<file path="src/rtl/wec_pkg.sv">
// package: constants and carriers for the wake-up event counter
package wec_pkg;

  // ---------------------------------------------------------------
  // timing
  // ---------------------------------------------------------------
  localparam int unsigned CLK_PERIOD_NS = 5;
  localparam int unsigned DEB_UNIT_NS = 1000000;
  localparam int unsigned MS_CYCLES = (DEB_UNIT_NS + CLK_PERIOD_NS - 1) / CLK_PERIOD_NS;

  // ---------------------------------------------------------------
  // register map: index = offset - base, byte address = 4 * index
  // ---------------------------------------------------------------
  localparam logic [31:0] BLOCK_BASE = 32'h5000_0100;
  localparam logic [31:0] OFS_CTRL = 32'h5000_0100;
  localparam logic [31:0] OFS_COMPARE = 32'h5000_0102;
  localparam logic [31:0] OFS_IRQ_CLR = 32'h5000_0104;
  localparam logic [31:0] OFS_COUNT = 32'h5000_0106;
  localparam logic [31:0] OFS_CNT_CLR = 32'h5000_0108;
  localparam logic [31:0] OFS_EN0 = 32'h5000_010a;
  localparam logic [31:0] OFS_EN1 = 32'h5000_010c;
  localparam logic [31:0] OFS_EN2 = 32'h5000_010e;
  localparam logic [31:0] OFS_EN3 = 32'h5000_0110;
  localparam logic [31:0] OFS_POL0 = 32'h5000_0112;
  localparam logic [31:0] OFS_POL1 = 32'h5000_0114;
  localparam logic [31:0] OFS_POL2 = 32'h5000_0116;
  localparam logic [31:0] OFS_POL3 = 32'h5000_0118;
  localparam logic [31:0] OFS_IRQ_STATUS = 32'h5000_0120;
  localparam logic [31:0] OFS_IRQ_MASK = 32'h5000_0122;

  localparam logic [7:0] IDX_CTRL = 8'(OFS_CTRL - BLOCK_BASE);
  localparam logic [7:0] IDX_COMPARE = 8'(OFS_COMPARE - BLOCK_BASE);
  localparam logic [7:0] IDX_IRQ_CLR = 8'(OFS_IRQ_CLR - BLOCK_BASE);
  localparam logic [7:0] IDX_COUNT = 8'(OFS_COUNT - BLOCK_BASE);
  localparam logic [7:0] IDX_CNT_CLR = 8'(OFS_CNT_CLR - BLOCK_BASE);
  localparam logic [7:0] IDX_EN0 = 8'(OFS_EN0 - BLOCK_BASE);
  localparam logic [7:0] IDX_EN1 = 8'(OFS_EN1 - BLOCK_BASE);
  localparam logic [7:0] IDX_EN2 = 8'(OFS_EN2 - BLOCK_BASE);
  localparam logic [7:0] IDX_EN3 = 8'(OFS_EN3 - BLOCK_BASE);
  localparam logic [7:0] IDX_POL0 = 8'(OFS_POL0 - BLOCK_BASE);
  localparam logic [7:0] IDX_POL1 = 8'(OFS_POL1 - BLOCK_BASE);
  localparam logic [7:0] IDX_POL2 = 8'(OFS_POL2 - BLOCK_BASE);
  localparam logic [7:0] IDX_POL3 = 8'(OFS_POL3 - BLOCK_BASE);
  localparam logic [7:0] IDX_IRQ_STATUS = 8'(OFS_IRQ_STATUS - BLOCK_BASE);
  localparam logic [7:0] IDX_IRQ_MASK = 8'(OFS_IRQ_MASK - BLOCK_BASE);

  // ---------------------------------------------------------------
  // fields and reset values
  // ---------------------------------------------------------------
  localparam int unsigned REG_W = 16;
  localparam logic [REG_W-1:0] REG_RESET = 16'h0000;
  localparam int unsigned CTRL_IRQ_EN_BIT = 7;
  localparam int unsigned CTRL_SOFT_KEY_BIT = 6;
  localparam int unsigned CTRL_DEB_LSB = 0;
  localparam int unsigned DEB_W = 6;
  localparam int unsigned CNT_W = 8;
  localparam int unsigned IRQ_W = 2;
  localparam int unsigned IRQ_WAKE_BIT = 0;
  localparam int unsigned IRQ_EVENT_BIT = 1;
  localparam int unsigned P0_W = 8;
  localparam int unsigned P1_W = 6;
  localparam int unsigned P2_W = 10;
  localparam int unsigned P3_W = 8;
  localparam int unsigned PIN_W = P0_W + P1_W + P2_W + P3_W;
  localparam logic [1:0] RESP_OKAY = 2'h0;
  localparam logic [1:0] RESP_SLVERR = 2'h2;

  // ---------------------------------------------------------------
  // carriers
  // ---------------------------------------------------------------
  typedef struct packed {
    logic [P3_W-1:0] p3;
    logic [P2_W-1:0] p2;
    logic [P1_W-1:0] p1;
    logic [P0_W-1:0] p0;
  } wec_pins_s;

endpackage

</file>
<file path="src/rtl/wec_debounce.sv">
// module: millisecond debounce filter for the combined key level
module wec_debounce
  import wec_pkg::*;
#(
  parameter int unsigned MS_CNT = MS_CYCLES
) (
  // clock and reset
  input wire logic aclk,
  input wire logic aresetn,
  // filter
  input wire logic raw_level,
  input wire logic [DEB_W-1:0] debounce_ms,
  output logic clean_level
);

  localparam int unsigned PRE_W = $clog2(MS_CNT + 1);
  localparam logic [PRE_W-1:0] PRE_LAST = PRE_W'(MS_CNT - 1);

  // ---------------------------------------------------------------
  // state
  // ---------------------------------------------------------------
  typedef struct packed {
    logic [PRE_W-1:0] pre;
    logic [DEB_W-1:0] ms;
    logic lvl;
  } wec_deb_s;

  wec_deb_s s;
  wec_deb_s next_s;

  // any glitch restarts the wait, so a bouncing key never gets through
  always_comb begin
    next_s = s;
    if (debounce_ms == '0 || raw_level == s.lvl) begin
      next_s.pre = '0;
      next_s.ms = '0;
      if (debounce_ms == '0) begin
        next_s.lvl = raw_level;
      end
    end else if (s.pre == PRE_LAST) begin
      next_s.pre = '0;
      if (s.ms == debounce_ms - 1'b1) begin
        next_s.lvl = raw_level;
        next_s.ms = '0;
      end else begin
        next_s.ms = s.ms + 1'b1;
      end
    end else begin
      next_s.pre = s.pre + 1'b1;
    end
  end

  always_ff @(posedge aclk) begin
    if (!aresetn) begin
      s <= '0;
    end else begin
      s <= next_s;
    end
  end

  assign clean_level = s.lvl;
endmodule

</file>
<file path="src/rtl/wec_sync.sv">
// module: two-flop synchroniser for the wake-up inputs
module wec_sync
  import wec_pkg::*;
#(
  parameter int unsigned W = PIN_W
) (
  // clock and reset
  input wire logic aclk,
  input wire logic aresetn,
  // levels
  input wire logic [W-1:0] async_in,
  output logic [W-1:0] sync_out
);

  // ---------------------------------------------------------------
  // state
  // ---------------------------------------------------------------
  typedef struct packed {
    logic [W-1:0] meta;
    logic [W-1:0] held;
  } wec_sync_s;

  wec_sync_s s;
  wec_sync_s next_s;

  // first stage feeds only the second stage
  always_comb begin
    next_s.meta = async_in;
    next_s.held = s.meta;
  end

  always_ff @(posedge aclk) begin
    if (!aresetn) begin
      s <= '0;
    end else begin
      s <= next_s;
    end
  end

  assign sync_out = s.held;
endmodule

</file>
<file path="src/rtl/wec_wakeup_counter.sv">
// module: wake-up event counter with axi4-lite registers
// ---------------------------------------------------------------
// Overview of operation
// count register low byte shows counted wake-up events, read only
// count register bits 15:8 always read as zero
// clearing the wake interrupt also zeroes the event counter
// any write to the count-clear register zeroes the counter
// port 0 inputs count only while their enable bit is one
// port 1 inputs count only while their enable bit is one
// port 2 inputs count only while their enable bit is one
// port 3 inputs count only while their enable bit is one
// port 0 polarity zero counts rising, one counts falling
// port 1 polarity zero counts rising, one counts falling
// port 2 polarity zero counts rising, one counts falling
// port 3 polarity zero counts rising, one counts falling
// enables, polarities and counter are zero after reset
// with interrupt enabled, reaching the compare value raises the interrupt
// debounce zero bypasses; 1 to 63 needs that many stable milliseconds
// soft key bit rising adds one event; software must drop it first
// any write to interrupt-clear clears the wake interrupt status bit; reads return zero
// inputs synchronised before edge detection; one event per clock
// ---------------------------------------------------------------
module wec_wakeup_counter
  import wec_pkg::*;
#(
  parameter int unsigned AW = 12,
  parameter int unsigned MS_CNT = MS_CYCLES
) (
  // clock and reset
  input wire logic aclk,
  input wire logic aresetn,
  // axi4-lite write address
  input wire logic s_axi_awvalid,
  output logic s_axi_awready,
  input wire logic [AW-1:0] s_axi_awaddr,
  input wire logic [2:0] s_axi_awprot,
  // axi4-lite write data
  input wire logic s_axi_wvalid,
  output logic s_axi_wready,
  input wire logic [31:0] s_axi_wdata,
  input wire logic [3:0] s_axi_wstrb,
  // axi4-lite write response
  output logic s_axi_bvalid,
  input wire logic s_axi_bready,
  output logic [1:0] s_axi_bresp,
  // axi4-lite read address
  input wire logic s_axi_arvalid,
  output logic s_axi_arready,
  input wire logic [AW-1:0] s_axi_araddr,
  input wire logic [2:0] s_axi_arprot,
  // axi4-lite read data
  output logic s_axi_rvalid,
  input wire logic s_axi_rready,
  output logic [31:0] s_axi_rdata,
  output logic [1:0] s_axi_rresp,
  // wake-up inputs
  input wire wec_pins_s gpio_in,
  // interrupt
  output logic irq
);

  // ---------------------------------------------------------------
  // state
  // ---------------------------------------------------------------
  typedef struct packed {
    logic aw_full;
    logic [7:0] aw_idx;
    logic aw_hi;
    logic w_full;
    logic [REG_W-1:0] w_data;
    logic [1:0] w_strb;
    logic bvalid;
    logic [1:0] bresp;
    logic rvalid;
    logic [REG_W-1:0] rdata;
    logic [1:0] rresp;
    logic irq_en;
    logic soft_key;
    logic [DEB_W-1:0] deb;
    logic [CNT_W-1:0] compare;
    logic [CNT_W-1:0] count;
    wec_pins_s en;
    wec_pins_s pol;
    logic [IRQ_W-1:0] status;
    logic [IRQ_W-1:0] mask;
    logic [PIN_W:0] act_q;
    logic deb_q;
  } wec_top_s;

  wec_top_s s;
  wec_top_s next_s;

  wec_pins_s pins_sync;
  logic [PIN_W:0] act;
  logic deb_lvl;
  logic evt;
  logic aw_take;
  logic w_take;
  logic ar_take;
  logic do_wr;
  logic wr_ok;
  logic wr_cnt_clr;
  logic wr_irq_clr;
  logic wr_status;
  logic wake_clr;
  logic clr_cnt;
  logic hit;
  logic [7:0] ar_idx;
  logic ar_hi;
  logic [REG_W-1:0] wr_merged;
  logic [IRQ_W-1:0] w1c;
  logic [CNT_W-1:0] count_base;

  // ---------------------------------------------------------------
  // helpers
  // ---------------------------------------------------------------
  function automatic logic mapped(input logic [7:0] idx);
    case (idx)
      IDX_CTRL, IDX_COMPARE, IDX_IRQ_CLR, IDX_COUNT, IDX_CNT_CLR,
      IDX_EN0, IDX_EN1, IDX_EN2, IDX_EN3, IDX_POL0, IDX_POL1, IDX_POL2, IDX_POL3,
      IDX_IRQ_STATUS, IDX_IRQ_MASK: mapped = 1'b1;
      default: mapped = 1'b0;
    endcase
  endfunction

  // write-only registers and reserved bits read as zero
  function automatic logic [REG_W-1:0] rd_value(input logic [7:0] idx, input wec_top_s st);
    rd_value = REG_RESET;
    case (idx)
      IDX_CTRL: begin
        rd_value[CTRL_IRQ_EN_BIT] = st.irq_en;
        rd_value[CTRL_SOFT_KEY_BIT] = st.soft_key;
        rd_value[CTRL_DEB_LSB +: DEB_W] = st.deb;
      end
      IDX_COMPARE: rd_value[CNT_W-1:0] = st.compare;
      IDX_COUNT: rd_value[CNT_W-1:0] = st.count;
      IDX_EN0: rd_value[P0_W-1:0] = st.en.p0;
      IDX_EN1: rd_value[P1_W-1:0] = st.en.p1;
      IDX_EN2: rd_value[P2_W-1:0] = st.en.p2;
      IDX_EN3: rd_value[P3_W-1:0] = st.en.p3;
      IDX_POL0: rd_value[P0_W-1:0] = st.pol.p0;
      IDX_POL1: rd_value[P1_W-1:0] = st.pol.p1;
      IDX_POL2: rd_value[P2_W-1:0] = st.pol.p2;
      IDX_POL3: rd_value[P3_W-1:0] = st.pol.p3;
      IDX_IRQ_STATUS: rd_value[IRQ_W-1:0] = st.status;
      IDX_IRQ_MASK: rd_value[IRQ_W-1:0] = st.mask;
      default: rd_value = REG_RESET;
    endcase
  endfunction

  function automatic logic [REG_W-1:0] merge(input logic [REG_W-1:0] old_v,
                                             input logic [REG_W-1:0] new_v,
                                             input logic [1:0] strb);
    merge = old_v;
    if (strb[0]) begin
      merge[7:0] = new_v[7:0];
    end
    if (strb[1]) begin
      merge[15:8] = new_v[15:8];
    end
  endfunction

  // ---------------------------------------------------------------
  // input path
  // ---------------------------------------------------------------
  wec_sync #(
    .W(PIN_W)
  ) wec_sync_i (
    .aclk(aclk),
    .aresetn(aresetn),
    .async_in(gpio_in),
    .sync_out(pins_sync)
  );

  // soft key rides as an extra input so it shares the debounce path
  assign act = {s.soft_key, s.en & (pins_sync ^ s.pol)};

  wec_debounce #(
    .MS_CNT(MS_CNT)
  ) wec_debounce_i (
    .aclk(aclk),
    .aresetn(aresetn),
    .raw_level(|act),
    .debounce_ms(s.deb),
    .clean_level(deb_lvl)
  );

  // coincident edges on several inputs collapse into one count
  assign evt = (s.deb == '0) ? |(act & ~s.act_q) : (deb_lvl & ~s.deb_q);

  // ---------------------------------------------------------------
  // bus decode
  // ---------------------------------------------------------------
  assign s_axi_awready = !s.aw_full;
  assign s_axi_wready = !s.w_full;
  assign s_axi_arready = !s.rvalid;
  assign aw_take = s_axi_awvalid && s_axi_awready;
  assign w_take = s_axi_wvalid && s_axi_wready;
  assign ar_take = s_axi_arvalid && s_axi_arready;
  assign ar_idx = s_axi_araddr[9:2];
  assign ar_hi = |s_axi_araddr[AW-1:10];
  assign do_wr = s.aw_full && s.w_full && !s.bvalid;
  assign wr_ok = do_wr && !s.aw_hi && mapped(s.aw_idx);
  assign wr_cnt_clr = wr_ok && s.aw_idx == IDX_CNT_CLR;
  assign wr_irq_clr = wr_ok && s.aw_idx == IDX_IRQ_CLR;
  assign wr_status = wr_ok && s.aw_idx == IDX_IRQ_STATUS;
  assign w1c = s.w_data[IRQ_W-1:0] & {IRQ_W{s.w_strb[0]}};
  assign wake_clr = wr_irq_clr || (wr_status && w1c[IRQ_WAKE_BIT]);
  assign clr_cnt = wr_cnt_clr || wake_clr;
  assign wr_merged = merge(rd_value(s.aw_idx, s), s.w_data, s.w_strb);
  // an event in the clearing cycle survives as a count of one
  assign count_base = clr_cnt ? '0 : s.count;
  assign hit = evt && s.irq_en && (count_base + 1'b1 == s.compare);

  // ---------------------------------------------------------------
  // next state
  // ---------------------------------------------------------------
  always_comb begin
    next_s = s;
    if (aw_take) begin
      next_s.aw_full = 1'b1;
      next_s.aw_idx = s_axi_awaddr[9:2];
      next_s.aw_hi = |s_axi_awaddr[AW-1:10];
    end
    if (w_take) begin
      next_s.w_full = 1'b1;
      next_s.w_data = s_axi_wdata[REG_W-1:0];
      next_s.w_strb = s_axi_wstrb[1:0];
    end
    if (s.bvalid && s_axi_bready) begin
      next_s.bvalid = 1'b0;
    end
    if (do_wr) begin
      next_s.aw_full = 1'b0;
      next_s.w_full = 1'b0;
      next_s.bvalid = 1'b1;
      next_s.bresp = wr_ok ? RESP_OKAY : RESP_SLVERR;
    end
    if (wr_ok) begin
      case (s.aw_idx)
        IDX_CTRL: begin
          next_s.irq_en = wr_merged[CTRL_IRQ_EN_BIT];
          next_s.soft_key = wr_merged[CTRL_SOFT_KEY_BIT];
          next_s.deb = wr_merged[CTRL_DEB_LSB +: DEB_W];
        end
        IDX_COMPARE: next_s.compare = wr_merged[CNT_W-1:0];
        IDX_EN0: next_s.en.p0 = wr_merged[P0_W-1:0];
        IDX_EN1: next_s.en.p1 = wr_merged[P1_W-1:0];
        IDX_EN2: next_s.en.p2 = wr_merged[P2_W-1:0];
        IDX_EN3: next_s.en.p3 = wr_merged[P3_W-1:0];
        IDX_POL0: next_s.pol.p0 = wr_merged[P0_W-1:0];
        IDX_POL1: next_s.pol.p1 = wr_merged[P1_W-1:0];
        IDX_POL2: next_s.pol.p2 = wr_merged[P2_W-1:0];
        IDX_POL3: next_s.pol.p3 = wr_merged[P3_W-1:0];
        IDX_IRQ_MASK: next_s.mask = wr_merged[IRQ_W-1:0];
        default: ;
      endcase
    end
    if (s.rvalid && s_axi_rready) begin
      next_s.rvalid = 1'b0;
    end
    if (ar_take) begin
      next_s.rvalid = 1'b1;
      next_s.rdata = (!ar_hi && mapped(ar_idx)) ? rd_value(ar_idx, s) : REG_RESET;
      next_s.rresp = (!ar_hi && mapped(ar_idx)) ? RESP_OKAY : RESP_SLVERR;
    end
    next_s.count = count_base + CNT_W'(evt);
    next_s.status = s.status & ~(wr_status ? w1c : '0);
    if (wake_clr) begin
      next_s.status[IRQ_WAKE_BIT] = 1'b0;
    end
    // set wins over a clear in the same cycle
    next_s.status[IRQ_WAKE_BIT] = next_s.status[IRQ_WAKE_BIT] | hit;
    next_s.status[IRQ_EVENT_BIT] = next_s.status[IRQ_EVENT_BIT] | evt;
    next_s.act_q = act;
    next_s.deb_q = deb_lvl;
  end

  always_ff @(posedge aclk) begin
    if (!aresetn) begin
      s <= '0;
    end else begin
      s <= next_s;
    end
  end

  // ---------------------------------------------------------------
  // outputs
  // ---------------------------------------------------------------
  assign s_axi_bvalid = s.bvalid;
  assign s_axi_bresp = s.bresp;
  assign s_axi_rvalid = s.rvalid;
  assign s_axi_rdata = {16'h0000, s.rdata};
  assign s_axi_rresp = s.rresp;
  assign irq = |(s.status & s.mask);
endmodule
</file>
<file path="config.mk">
export PLATFORM = sky130hd
export DESIGN_NAME = wec_wakeup_counter
export DESIGN_NICKNAME = d
export VERILOG_FILES = /design/src/rtl/wec_pkg.sv /design/src/rtl/wec_debounce.sv /design/src/rtl/wec_sync.sv /design/src/rtl/wec_wakeup_counter.sv
export SDC_FILE = /design/constraint.sdc
export NUM_CORES = 1
export LEC_CHECK = 0
export BUFFER_PORTS_ARGS = -buffer_cell sky130_fd_sc_hd__buf_2
export CORE_MARGIN = 5
export CORE_UTILIZATION = 48
export CTS_CLUSTER_DIAMETER = 100
export CTS_CLUSTER_SIZE = 14
export DETAILED_ROUTE_END_ITERATION = 8
export PLACE_DENSITY_LB_ADDON = 0.05
export SETUP_SLACK_MARGIN = 0.15
export SYNTH_ARGS = -nofsm -noshare
export SYNTH_HDL_FRONTEND = slang
export SYNTH_SLANG_ARGS = --single-unit
</file>
<file path="constraint.sdc">
create_clock -name aclk -period 3.15 [get_ports aclk]
set_clock_uncertainty 0.1 [all_clocks]
set_input_delay 0.63 -clock aclk [delete_from_list [all_inputs] [get_ports aclk]]
set_output_delay 0.63 -clock aclk [all_outputs]
set_load 0.02 [all_outputs]
</file>
# --- After elaboration in Yosys (flattened, before gate mapping) ---
# Memory sizes are Yosys's and may differ from the RTL's. A register that Yosys moved wholly into a read port is not among the register bits.
# Cells that the tools add are included.
classes:
  add_sub_neg: 5
  n_eq_ne: 31
  mux: 33
  n_bitwise: 13
  n_reduce_logical: 55
ops:
  columns: ["op", "count"]
  rows:
  - ["4-bit one-hot mux with 11 select lines", 2]
  - ["8-bit by 5-bit == test with 1-bit output (second input constant)", 10]
  - ["33-bit OR reduction", 2]
  - ["8-bit by 4-bit == test with 1-bit output (second input constant)", 7]
  - ["2-bit one-hot mux with 9 select lines", 2]
  - ["33-bit bitwise AND", 1]
  - ["33-bit inverter", 1]
  - ["32-bit bitwise AND", 1]
  - ["8-bit by 6-bit == test with 1-bit output (second input constant)", 4]
  - ["32-bit bitwise XOR", 1]
  - ["2-bit one-hot mux with 13 select lines", 1]
  - ["8-bit by 3-bit == test with 1-bit output (second input constant)", 3]
  - ["2-bit AND reduction", 11]
  - ["2-bit one-hot mux with 10 select lines", 1]
  - ["19-bit 2-to-1 mux", 1]
  - ["18-bit by 1-bit adder with 18-bit output (second input constant)", 1]
  - ["18-bit == test (second input constant)", 1]
  - ["6-bit 2-to-1 mux", 3]
  - ["1-bit logical AND", 17]
  - ["8-bit by 2-bit == test with 1-bit output (second input constant)", 2]
  - ["8-bit logical NOT", 2]
  - ["8-bit 2-to-1 mux", 2]
  - ["1-bit 2-to-1 mux", 13]
  - ["10-bit 2-to-1 mux", 1]
  - ["other kinds (24)", 47]
totals:
  regBits: 260
  romBits: 192
  inputBits: 105
  output_inout_bits: 42
  elab_cells: 173
  n_memories: 3
mem_list:
  columns: ["memory", "depth", "word_bits", "rd", "rd_ports_with_merged_regs", "wr", "line", "rtl"]
  rows:
  - ["(no name shown)", 64, 1, 1, 0, 0, "wec_wakeup_counter.sv:118", "case (idx)"]
  - ["(no name shown)", 64, 1, 1, 0, 0, "wec_wakeup_counter.sv:118", null]
  - ["(no name shown)", 64, 1, 1, 1, 0, "wec_wakeup_counter.sv:118", null]

# --- Longest topological paths before layout ---
# Gate-level depths: netlist of run 1.
depth:
  depth_word: 13
  ltp_mapped: 15
  mapped_depth_nobuf: 13

# --- By module ---
# A second synthesis of run 1 with hierarchy kept.
unflattened:
  cells_unflattened: 1361
  hier_area_um2: 11840.1
modules_own_cells:
  columns: ["module", "instances", "cells_per_inst", "area_per_inst_um2", "seq_area_each_um2"]
  rows:
  - ["wec_wakeup_counter", 1, 1060, 8688.3, 3283.1]
  - ["wec_sync", 1, 134, 1791.7, 1281.2]
  - ["wec_debounce", 1, 167, 1360.1, 500.5]

# --- Worst setup path after synthesis of run 1 ---
# OpenSTA, ideal clock, no wires.
synth_path:
  path_type: "flip-flop to flip-flop"
  startpoint: "register s[174] (netlist name)"
  endpoint: "register s[36] (netlist name)"
  setup_ns: 0.101
  t_arrival_ns: 3.155
  required_time_ns: 2.949
  slack_ns: -0.206
  stages_incl_launch_ff: 16
  path_buffers: 2
  synth_period_minus_slack_ns: 3.356
  path_cell_list: "dfxtp_1 > or4_4 > buf_6 > nor3_1 > o21a_1 > o21bai_1 > clkbuf_1 > and2_1 > ha_1 > nand3_1 > xor2_1 > xnor2_1 > nor3b_1 > o21a_1 > o2111ai_1 > o41ai_1"
synth_between:
  elab_chain_cells: 12
  word_cells_on_any_way: 21
  cone_classes: "1 x add/sub; 4 x eq/ne; 4 x mux; 3 x bitwise; 9 x reduce/logical"
synth_rtl:
  columns: ["item", "line", "rtl"]
  rows:
  - ["from (decl)", "wec_wakeup_counter.sv:90", "wec_top_s s;"]
  - ["from (signal assigned)", "wec_wakeup_counter.sv:283", "s <= next_s;"]
  - ["2-bit logical NOT", "wec_wakeup_counter.sv:118", null]
  - ["1-bit 2-to-1 mux", "wec_wakeup_counter.sv:118", null]
  - ["1-bit logical AND", "wec_wakeup_counter.sv:203", "assign wr_ok = do_wr && !s.aw_hi && mapped(s.aw_idx);"]
  - ["1-bit logical AND", "wec_wakeup_counter.sv:206", "assign wr_status = wr_ok && s.aw_idx == IDX_IRQ_STATUS;"]
  - ["1-bit logical AND", "wec_wakeup_counter.sv:208", "assign wake_clr = wr_irq_clr || (wr_status && w1c[IRQ_WAKE_BIT]);"]
  - ["1-bit logical OR", "wec_wakeup_counter.sv:208", null]
  - ["1-bit logical OR", "wec_wakeup_counter.sv:209", "assign clr_cnt = wr_cnt_clr || wake_clr;"]
  - ["8-bit 2-to-1 mux", "wec_wakeup_counter.sv:212", "assign count_base = clr_cnt ? '0 : s.count;"]
  - ["8-bit by 1-bit adder with 8-bit output", "wec_wakeup_counter.sv:213", "assign hit = evt && s.irq_en && (count_base + 1'b1 == s.compare);"]
  - ["8-bit == test", "wec_wakeup_counter.sv:213", null]
  - ["1-bit logical AND", "wec_wakeup_counter.sv:213", null]
  - ["1-bit bitwise OR *", "wec_wakeup_counter.sv:273", "next_s.status[IRQ_WAKE_BIT] = next_s.status[IRQ_WAKE_BIT] | hit;"]
# Mark *: on every way between the ends. The rest lies on a longest branch, timed or not.
# A chain may end at the register's enable or synchronous reset.

# --- Final worst setup path of run 1 ---
layout_path:
  startpoint: "register s[172] (netlist name)"
  endpoint: "register s[36] (netlist name)"
layout_between:
  elab_chain_cells: 10
  word_cells_on_any_way: 18
  cone_classes: "1 x add/sub; 4 x eq/ne; 3 x mux; 3 x bitwise; 7 x reduce/logical"
layout_rtl:
  columns: ["item", "line"]
  rows:
  - ["8-bit by 6-bit == test with 1-bit output", "wec_wakeup_counter.sv:206"]
  - ["1-bit logical AND", "wec_wakeup_counter.sv:206"]
  - ["1-bit logical AND", "wec_wakeup_counter.sv:208"]
  - ["1-bit logical OR", "wec_wakeup_counter.sv:208"]
  - ["1-bit logical OR", "wec_wakeup_counter.sv:209"]
  - ["8-bit 2-to-1 mux", "wec_wakeup_counter.sv:212"]
  - ["8-bit by 1-bit adder with 8-bit output", "wec_wakeup_counter.sv:213"]
  - ["8-bit == test", "wec_wakeup_counter.sv:213"]
  - ["1-bit logical AND", "wec_wakeup_counter.sv:213"]
  - ["1-bit bitwise OR *", "wec_wakeup_counter.sv:273"]
# Marked as above.

==> results.sh, run 1 <==
export IMPL_ys_flop_type="dfxtp_1"
export IMPL_ys_ff_latch=253
export IMPL_area_growth_pct=14.8
export IMPL_hold_class="input port to flop"
export IMPL_grt_pass1_wl_mm=53.7
export IMPL_fillers=2182
export IMPL_pre_cts_ws_ns=0.0483
export IMPL_setup_violations=0
export IMPL_netlist_area_leader_share_pct=44.2
export IMPL_cts_clk_slew_worst_paths_ns=0.07
export IMPL_min_period_ns=3.10
export IMPL_pin_count=147
export IMPL_cap_violations=0
export IMPL_grt_pass1_vias=9083
export IMPL_cts_tree="done"
export IMPL_htree_levels=1
export IMPL_crit_path_top_delay_cell="or4_4"
export IMPL_syn_area_um2=11500
export IMPL_gp_congestion=1.01
export IMPL_p_per_area_nw_per_um2=477
export IMPL_fin_crit_sh_pct=98.3
export IMPL_postSynthCellCount=1264
export IMPL_core_um2=23500
export IMPL_drt_initial_drc_count=1143
export IMPL_rsz0062_at_grt="true"
export IMPL_slew_viol_final=0
export IMPL_via_per_inst=5.76
export IMPL_max_slew_worst_pin_slew_ns=0.872
export IMPL_synthTopCellsByArea="dfxtp_1 44%, a21oi_1 4.6%, xor2_1 4.4%"
export IMPL_routed_wl_mm=36.0
export IMPL_ant_nets=0
export IMPL_floorplan_initialDensity_pct=48.9
export IMPL_cts_made_buffers=22
export IMPL_crit_type="flop to flop"
export IMPL_syn_mean_instance_area_um2=9.07
export IMPL_clock_path_buffers=3
export IMPL_ys_async_sr_fraction_pct=0
export IMPL_rows=56
export IMPL_postCtsHoldBufs=0
export IMPL_critPathTopFamily="simple AND/OR/NAND/NOR gates"
export IMPL_synth_edf_count=0
export IMPL_drc=0
export IMPL_fin_nets=1498
export IMPL_worst_path_most_repeated_cell="o21a_1"
export IMPL_diodes=0
export IMPL_p_leak_nw=5.30
export IMPL_max_slew_margin_pct=41.9
export IMPL_place_area_um2=12400
export IMPL_fmax_mhz=323
export IMPL_grt_usage_pct=26.0
export IMPL_clock_sinks=253
export IMPL_dieArea_um2=27100
export IMPL_r2r_slack_ns=0.05
export IMPL_die_y_um=165
export IMPL_run_status="complete, no violations"
export IMPL_vias=9825
export IMPL_yosys_area_top_type="dfxtp_1"
export IMPL_portBuffers=88
export IMPL_cp_cell_sequence="or4_4, nor3_4, o21a_1, o21bai_4, and2_4, ha_4, nand3_4, xor2_4, xnor2_2, nor3b_2, o21a_1, o2111ai_2, o41ai_2"
export IMPL_endpoint_kind="flop"
export IMPL_first_pass_iters=6
export IMPL_stdcell_area_um2=13200
export IMPL_ir_drop_uv=326
export IMPL_setup_ws_ns=0.0544
export IMPL_dp_hpwl_mm=26.9
export IMPL_cts_root_buffer="clkbuf_16"
export IMPL_hold_violations=0
export IMPL_cp_buffers_inverters=0
export IMPL_worstSkewPairLatency_ns=0.51
export IMPL_avgRoutedWirePerCell_um=21.1
export IMPL_antenna_found_initial=0
export IMPL_die_x_um=165
export IMPL_overflow=0
export IMPL_drive_gt1_share_pct=20.0
export IMPL_crit_path_start_kind="flop"
export IMPL_ys_types=74
export IMPL_crit_path_max_fanout=4
export IMPL_worstPathRequired_ns=3.47
export IMPL_cp_data_arrival_time_ns=3.42
export IMPL_max_stage_delay_ns=0.54
export IMPL_grt_start_max_net_pins=90
export IMPL_yosysWarnings=0
export IMPL_ys_seq_area_share_pct=44.2
==> cell type report <==
type,count,area (µm²),share of cell area (%)
clock inverters,1,16.3,0.124
clock buffers,24,579,4.40
multi-input cells,909,5830,44.3
repair buffers,189,1210,9.22
inverters,12,45.0,0.342
flip-flops and latches,253,5070,38.5
well taps,319,399,3.03
==> kinds of logic after synthesis <==
family | count (synthesis) | synth area share [%]
buffers and inverters | 125 | 6.92
XOR/XNOR | 78 | 6.08
AND/OR/NAND/NOR | 448 | 20.7
multiplexers | 15 | 1.88
adder cells (fa/ha/maj) | 6 | 0.655
AO/OA/AOI/OAI | 338 | 19.6
other | 1 | 0.0327
flip-flops | 253 | 44.2
==> cells in the final DEF (no fill, tap or decap), types with 11 or more instances in the layout <==
cell type  netlist  layout
dfxtp_1        253     246
a21oi_1        106     106
buf_4           37     101
nand2_1         98      97
nor2_1          97      97
buf_2            3      87
and2_1          73      71
o21ai_0         69      69
xor2_1          57      56
a22oi_1         37      37
nand3_1         36      35
and3_1          34      31
nor3_1          26      24
conb_1           1      24
clkbuf_16        0      23
xnor2_1         20      19
a211oi_1        17      17
nand3b_1        16      16
a22o_1          13      13
inv_1           12      11
nor2b_1         11      11
a221oi_1        11      11
==> Yosys cell counts (10+ instances only) <==
cell type	n
a211oi_1	17
and3_1	34
xnor2_1	20
a21oi_1	106
a221oi_1	11
o21ai_0	69
a22o_1	13
nand4_1	10
xor2_1	57
and2_1	73
buf_4	37
a211oi_2	10
inv_1	12
nor2b_1	11
nor2_1	97
nand3_1	36
nand2_1	98
a22oi_1	37
dfxtp_1	253
nand3b_1	16
nor3_1	26
clkbuf_1	50
clkbuf_8	14
o2111ai_1	10
==> routing by layer <==
metal	global-route usage, %	share of wire, %
met1	36.8	44
met5	0	0
met3	5.22	9.3
met4	10.1	4.4
met2	38.9	43
==> report_power, final <==
group	switching [mW]	total (mW)	internal, mW	leakage [nW]
clock network	1.12	2.42	1.30	0.292
registers	0.0520	3.32	3.27	2.06
logic	0.332	0.542	0.210	2.95
total	1.50	6.28	4.78	5.30
==> state kept, by name, summed over array words and instances (netlist names), 10 cells and up, named ones only <==
register / count
wec_sync_i.next_s: 32
s_axi_rdata: 10
wec_sync_i.sync_out: 32
wec_debounce_i.s: 24
s: 148
==> through the flow <==
stage	hold slack (ns)	total power [mW]	util, %	setup TNS, ns	instances
2_1_floorplan	0.312	3.74	-	0	1287
3_3_place_gp	0.313	3.90	52.9	0	1679
3_5_place_dp	0.317	3.90	52.9	0	1679
4_1_cts	0.213	6.32	55.5	0	1704
5_1_grt	0.215	6.52	56.1	-0.0888	1707
6_report	0.227	6.28	56.1	0	1707
==> final timing paths <==
path | startpoint | end | cells past startpoint
max | s[172]$_SDFFE_PN0P_ | s[36]$_SDFF_PN0_ | 13
min | gpio_in[1] | wec_sync_i.next_s[1]$_SDFF_PN0_ | 2
max reg2reg | s[172]$_SDFFE_PN0P_ | s[36]$_SDFF_PN0_ | 13
min reg2reg | wec_sync_i.next_s[10]$_SDFF_PN0_ | wec_sync_i.sync_out[10]$_SDFF_PN0_ | 1
==> repair_timing <==
item	4_1_cts	5_1_grt
setup buffers	0	3
resized for setup	4	24
pin swaps	0	12
endpoints found under the hold margin	0	0
endpoints found under the setup margin	4	11
(Power assumes the default switching activity.)
==> run 2: changes to the inputs <==
- ABC_AREA: unset -> 1
- CORE_MARGIN: 5 -> unset
- MAX_ROUTING_LAYER: unset -> met4
==> run 2 against run 1 <==
  * Total power fell by 0.91%
  * Clock-buffer cell count fell by 1
  * Die area fell by 1.3%
  * Worst setup slack improved by 0.27 ns
  * Routed wire length rose by 7.4%
  * First-iteration DRC count fell by 5.6%
  * Flip-flop and latch count did not move
  * Design area rose by 4.3%
  * Highest routed layer unchanged
  * Synthesized cell count rose by 41%
==> results.sh, run 2 <==
export IMPL_run_status="complete, no violations"
export IMPL_portBuffers=88
export IMPL_largest_reg_flops=148
export IMPL_met2_usage_pct=46.9
export IMPL_cts_clk_slew_worst_paths_ns=0.07
export IMPL_postCtsHoldBufs=0
export IMPL_die_x_um=164
export IMPL_pre_cts_ws_ns=0.358
export IMPL_grt_usage_pct=30.0
export IMPL_core_um2=25400
export IMPL_setup_ws_ns=0.328
export IMPL_grt_pass1_vias=10431
export IMPL_p_leak_nw=6.55
export IMPL_ys_seq_area_share_pct=40.5
export IMPL_overflow=0
export IMPL_ys_ff_latch=253
export IMPL_dp_hpwl_mm=29.3
export IMPL_synth_edf_count=0
export IMPL_ir_drop_uv=429
export IMPL_crit_path_start_kind="flop"
export IMPL_grt_pass1_wl_mm=58.7
export IMPL_cts_root_buffer="clkbuf_16"
export IMPL_p_per_area_nw_per_um2=453
export IMPL_first_pass_iters=5
export IMPL_drt_initial_drc_count=1079
export IMPL_hold_class="input port to flop"
export IMPL_ys_async_sr_fraction_pct=0
export IMPL_cts_tree="done"
export IMPL_routed_wl_mm=38.6
export IMPL_use_met3_pct=4.72
export IMPL_fin_crit_sh_pct=89.6
export IMPL_gp_congestion=0.984
export IMPL_fmax_mhz=354
export IMPL_layout_cells_non_filler=2179
export IMPL_crit_path_max_fanout=14
export IMPL_synth_common_cells="372 x inv_1, 296 x nand2_1, 253 x dfxtp_1, 153 x nor2_1, 126 x a21oi_1"
export IMPL_drive_gt1_share_pct=12.1
export IMPL_cp_cell_sequence="inv_2, nand2_1, nor2_1, nand2_1, o22ai_1, nor4_1, buf_4, nand2_1, nand2_1, nand2_2, o21ai_0, inv_1"
export IMPL_yosysMostFrequentCell="inv_1"
export IMPL_ys_types=48
export IMPL_ant_nets=0
export IMPL_area_growth_pct=9.63
export IMPL_synthTopCellsByArea="dfxtp_1 40%, inv_1 11%, nand2_1 8.9%"
export IMPL_via_per_inst=5.26
export IMPL_endpoint_kind="flop"
export IMPL_cp_buffers_inverters=3
export IMPL_fillers=2586
export IMPL_largest_register="s"
export IMPL_worstSkewPairLatency_ns=0.53
export IMPL_die_y_um=164
export IMPL_syn_area_um2=12500
export IMPL_max_stage_delay_ns=0.50
export IMPL_setup_violations=0
export IMPL_max_slew_worst_pin_slew_ns=0.750
export IMPL_worst_path_most_repeated_cell="nand2_1"
export IMPL_clock_sinks=253
export IMPL_worstPathRequired_ns=3.47
export IMPL_yosysWarnings=0
export IMPL_use_met1_pct=39.1
export IMPL_max_slew_margin_pct=49.9
export IMPL_fin_nets=1959
export IMPL_cp_data_arrival_time_ns=3.14
export IMPL_htree_levels=1
export IMPL_avgRoutedWirePerCell_um=17.7
export IMPL_cap_violations=0
export IMPL_rsz0062_at_grt="false"
export IMPL_postLayoutCoreUtil_pct=54.0
export IMPL_min_period_ns=2.82
export IMPL_netlist_area_leader_share_pct=40.5
export IMPL_drc=0
export IMPL_critPathTopFamily="simple AND/OR/NAND/NOR gates"
export IMPL_crit_type="flop to flop"
export IMPL_yosys_area_top_type="dfxtp_1"
export IMPL_ys_flop_type="dfxtp_1"
export IMPL_fin_tns_setup_ns=0
export IMPL_clock_path_buffers=3
export IMPL_vias=11459
export IMPL_power_mw=6.22
export IMPL_pin_count=147
export IMPL_placed_cells=2154
export IMPL_top_usage_layer="met2"
export IMPL_diodes=0
export IMPL_floorplan_initialDensity_pct=49.3
export IMPL_rows=58
export IMPL_grt_start_max_net_pins=91
export IMPL_layout_common_cells="371 x inv_1, 295 x nand2_1, 253 x dfxtp_1"
export IMPL_dieArea_um2=26700
export IMPL_hold_violations=0
export IMPL_crit_path_top_delay_cell="nand2_1"
export IMPL_slew_viol_final=0
export IMPL_cts_made_buffers=22
export IMPL_final_common_cell="inv_1"
export IMPL_postSynthCellCount=1776
export IMPL_syn_mean_instance_area_um2=7.05
export IMPL_antenna_found_initial=0
run 2: cell count changes after synthesis, moves of 16 or more:
cell / delta
inv_1: +360
nand2_1: +198
and2_1: -73
nand3_1: +61
o22ai_1: +58
nor2_1: +56
nand4_1: +38
a22oi_1: -37
and3_1: -34
xor2_1: -30
clkbuf_1: -25
a21oi_1: +20
nand3b_1: -16
or2_2: +16
run 2: cell families (layout without fill, tap and decap cells):
kind of cell | count (synthesis) | after routing | synth area share, %
simple gates | 708 | 708 | 27.1
buf+inv | 464 | 514 | 15.4
compound gates | 310 | 310 | 14.1
flops | 253 | 253 | 40.5
xor+xnor | 34 | 34 | 2.38
fa+ha+maj | 6 | 6 | 0.600
other cells | 1 | 24 | 0.0300
run 2: metal layers:
layer | up-vias | wire length (µm)
met5 | - | 0
met2 | 405 | 17100
li1 | 5737 | -
met4 | 0 | 1460
met3 | 95 | 2860
met1 | 5222 | 17300
run 2: area by class of cell:
class	count	area [µm²]	share of cell area, %
flip-flops and latches	253	5060	36.9
well taps	330	413	3.01
repair buffers	105	596	4.34
clock inverters	2	32.5	0.237
clock buffers	23	554	4.04
multi-input cells	1082	5620	41.0
inverters	384	1440	10.5
run 2: repair_timing:
action	in CTS	in global routing
resized for setup	0	2
buffers inserted	0	0
endpoints found under the setup margin	0	2
run 2: per-stage QoR:
step,hold WS [ns],area (µm²)
finish,0.178,13700
global route,0.178,13700
CTS,0.163,13700
detailed placement,0.295,13100
global placement,0.294,13100
floorplan,0.290,12600
run 2: power by group:
group | switching, mW | internal [mW] | total, mW
logic | 0.325 | 0.139 | 0.464
registers | 0.0433 | 3.27 | 3.31
clock network | 1.19 | 1.25 | 2.45
run 2: path summary, 6_finish.rpt:
check	from	slack (ns)	to	cells past startpoint
max reg2reg	s[171]$_SDFFE_PN0P_	0.33	s[54]$_SDFFE_PN0P_	12
min	gpio_in[24]	0.18	wec_sync_i.next_s[24]$_SDFF_PN0_	3
min reg2reg	wec_sync_i.next_s[15]$_SDFF_PN0_	0.30	wec_sync_i.sync_out[15]$_SDFF_PN0_	2
max	s[171]$_SDFFE_PN0P_	0.33	s[54]$_SDFFE_PN0P_	12
run 2: worst min-delay path, delay by kind of cell:
kind | cells | cell delay (ns)
buffers and inverters | 2 | 0.11
AND/OR/NAND/NOR | 1 | 0.04
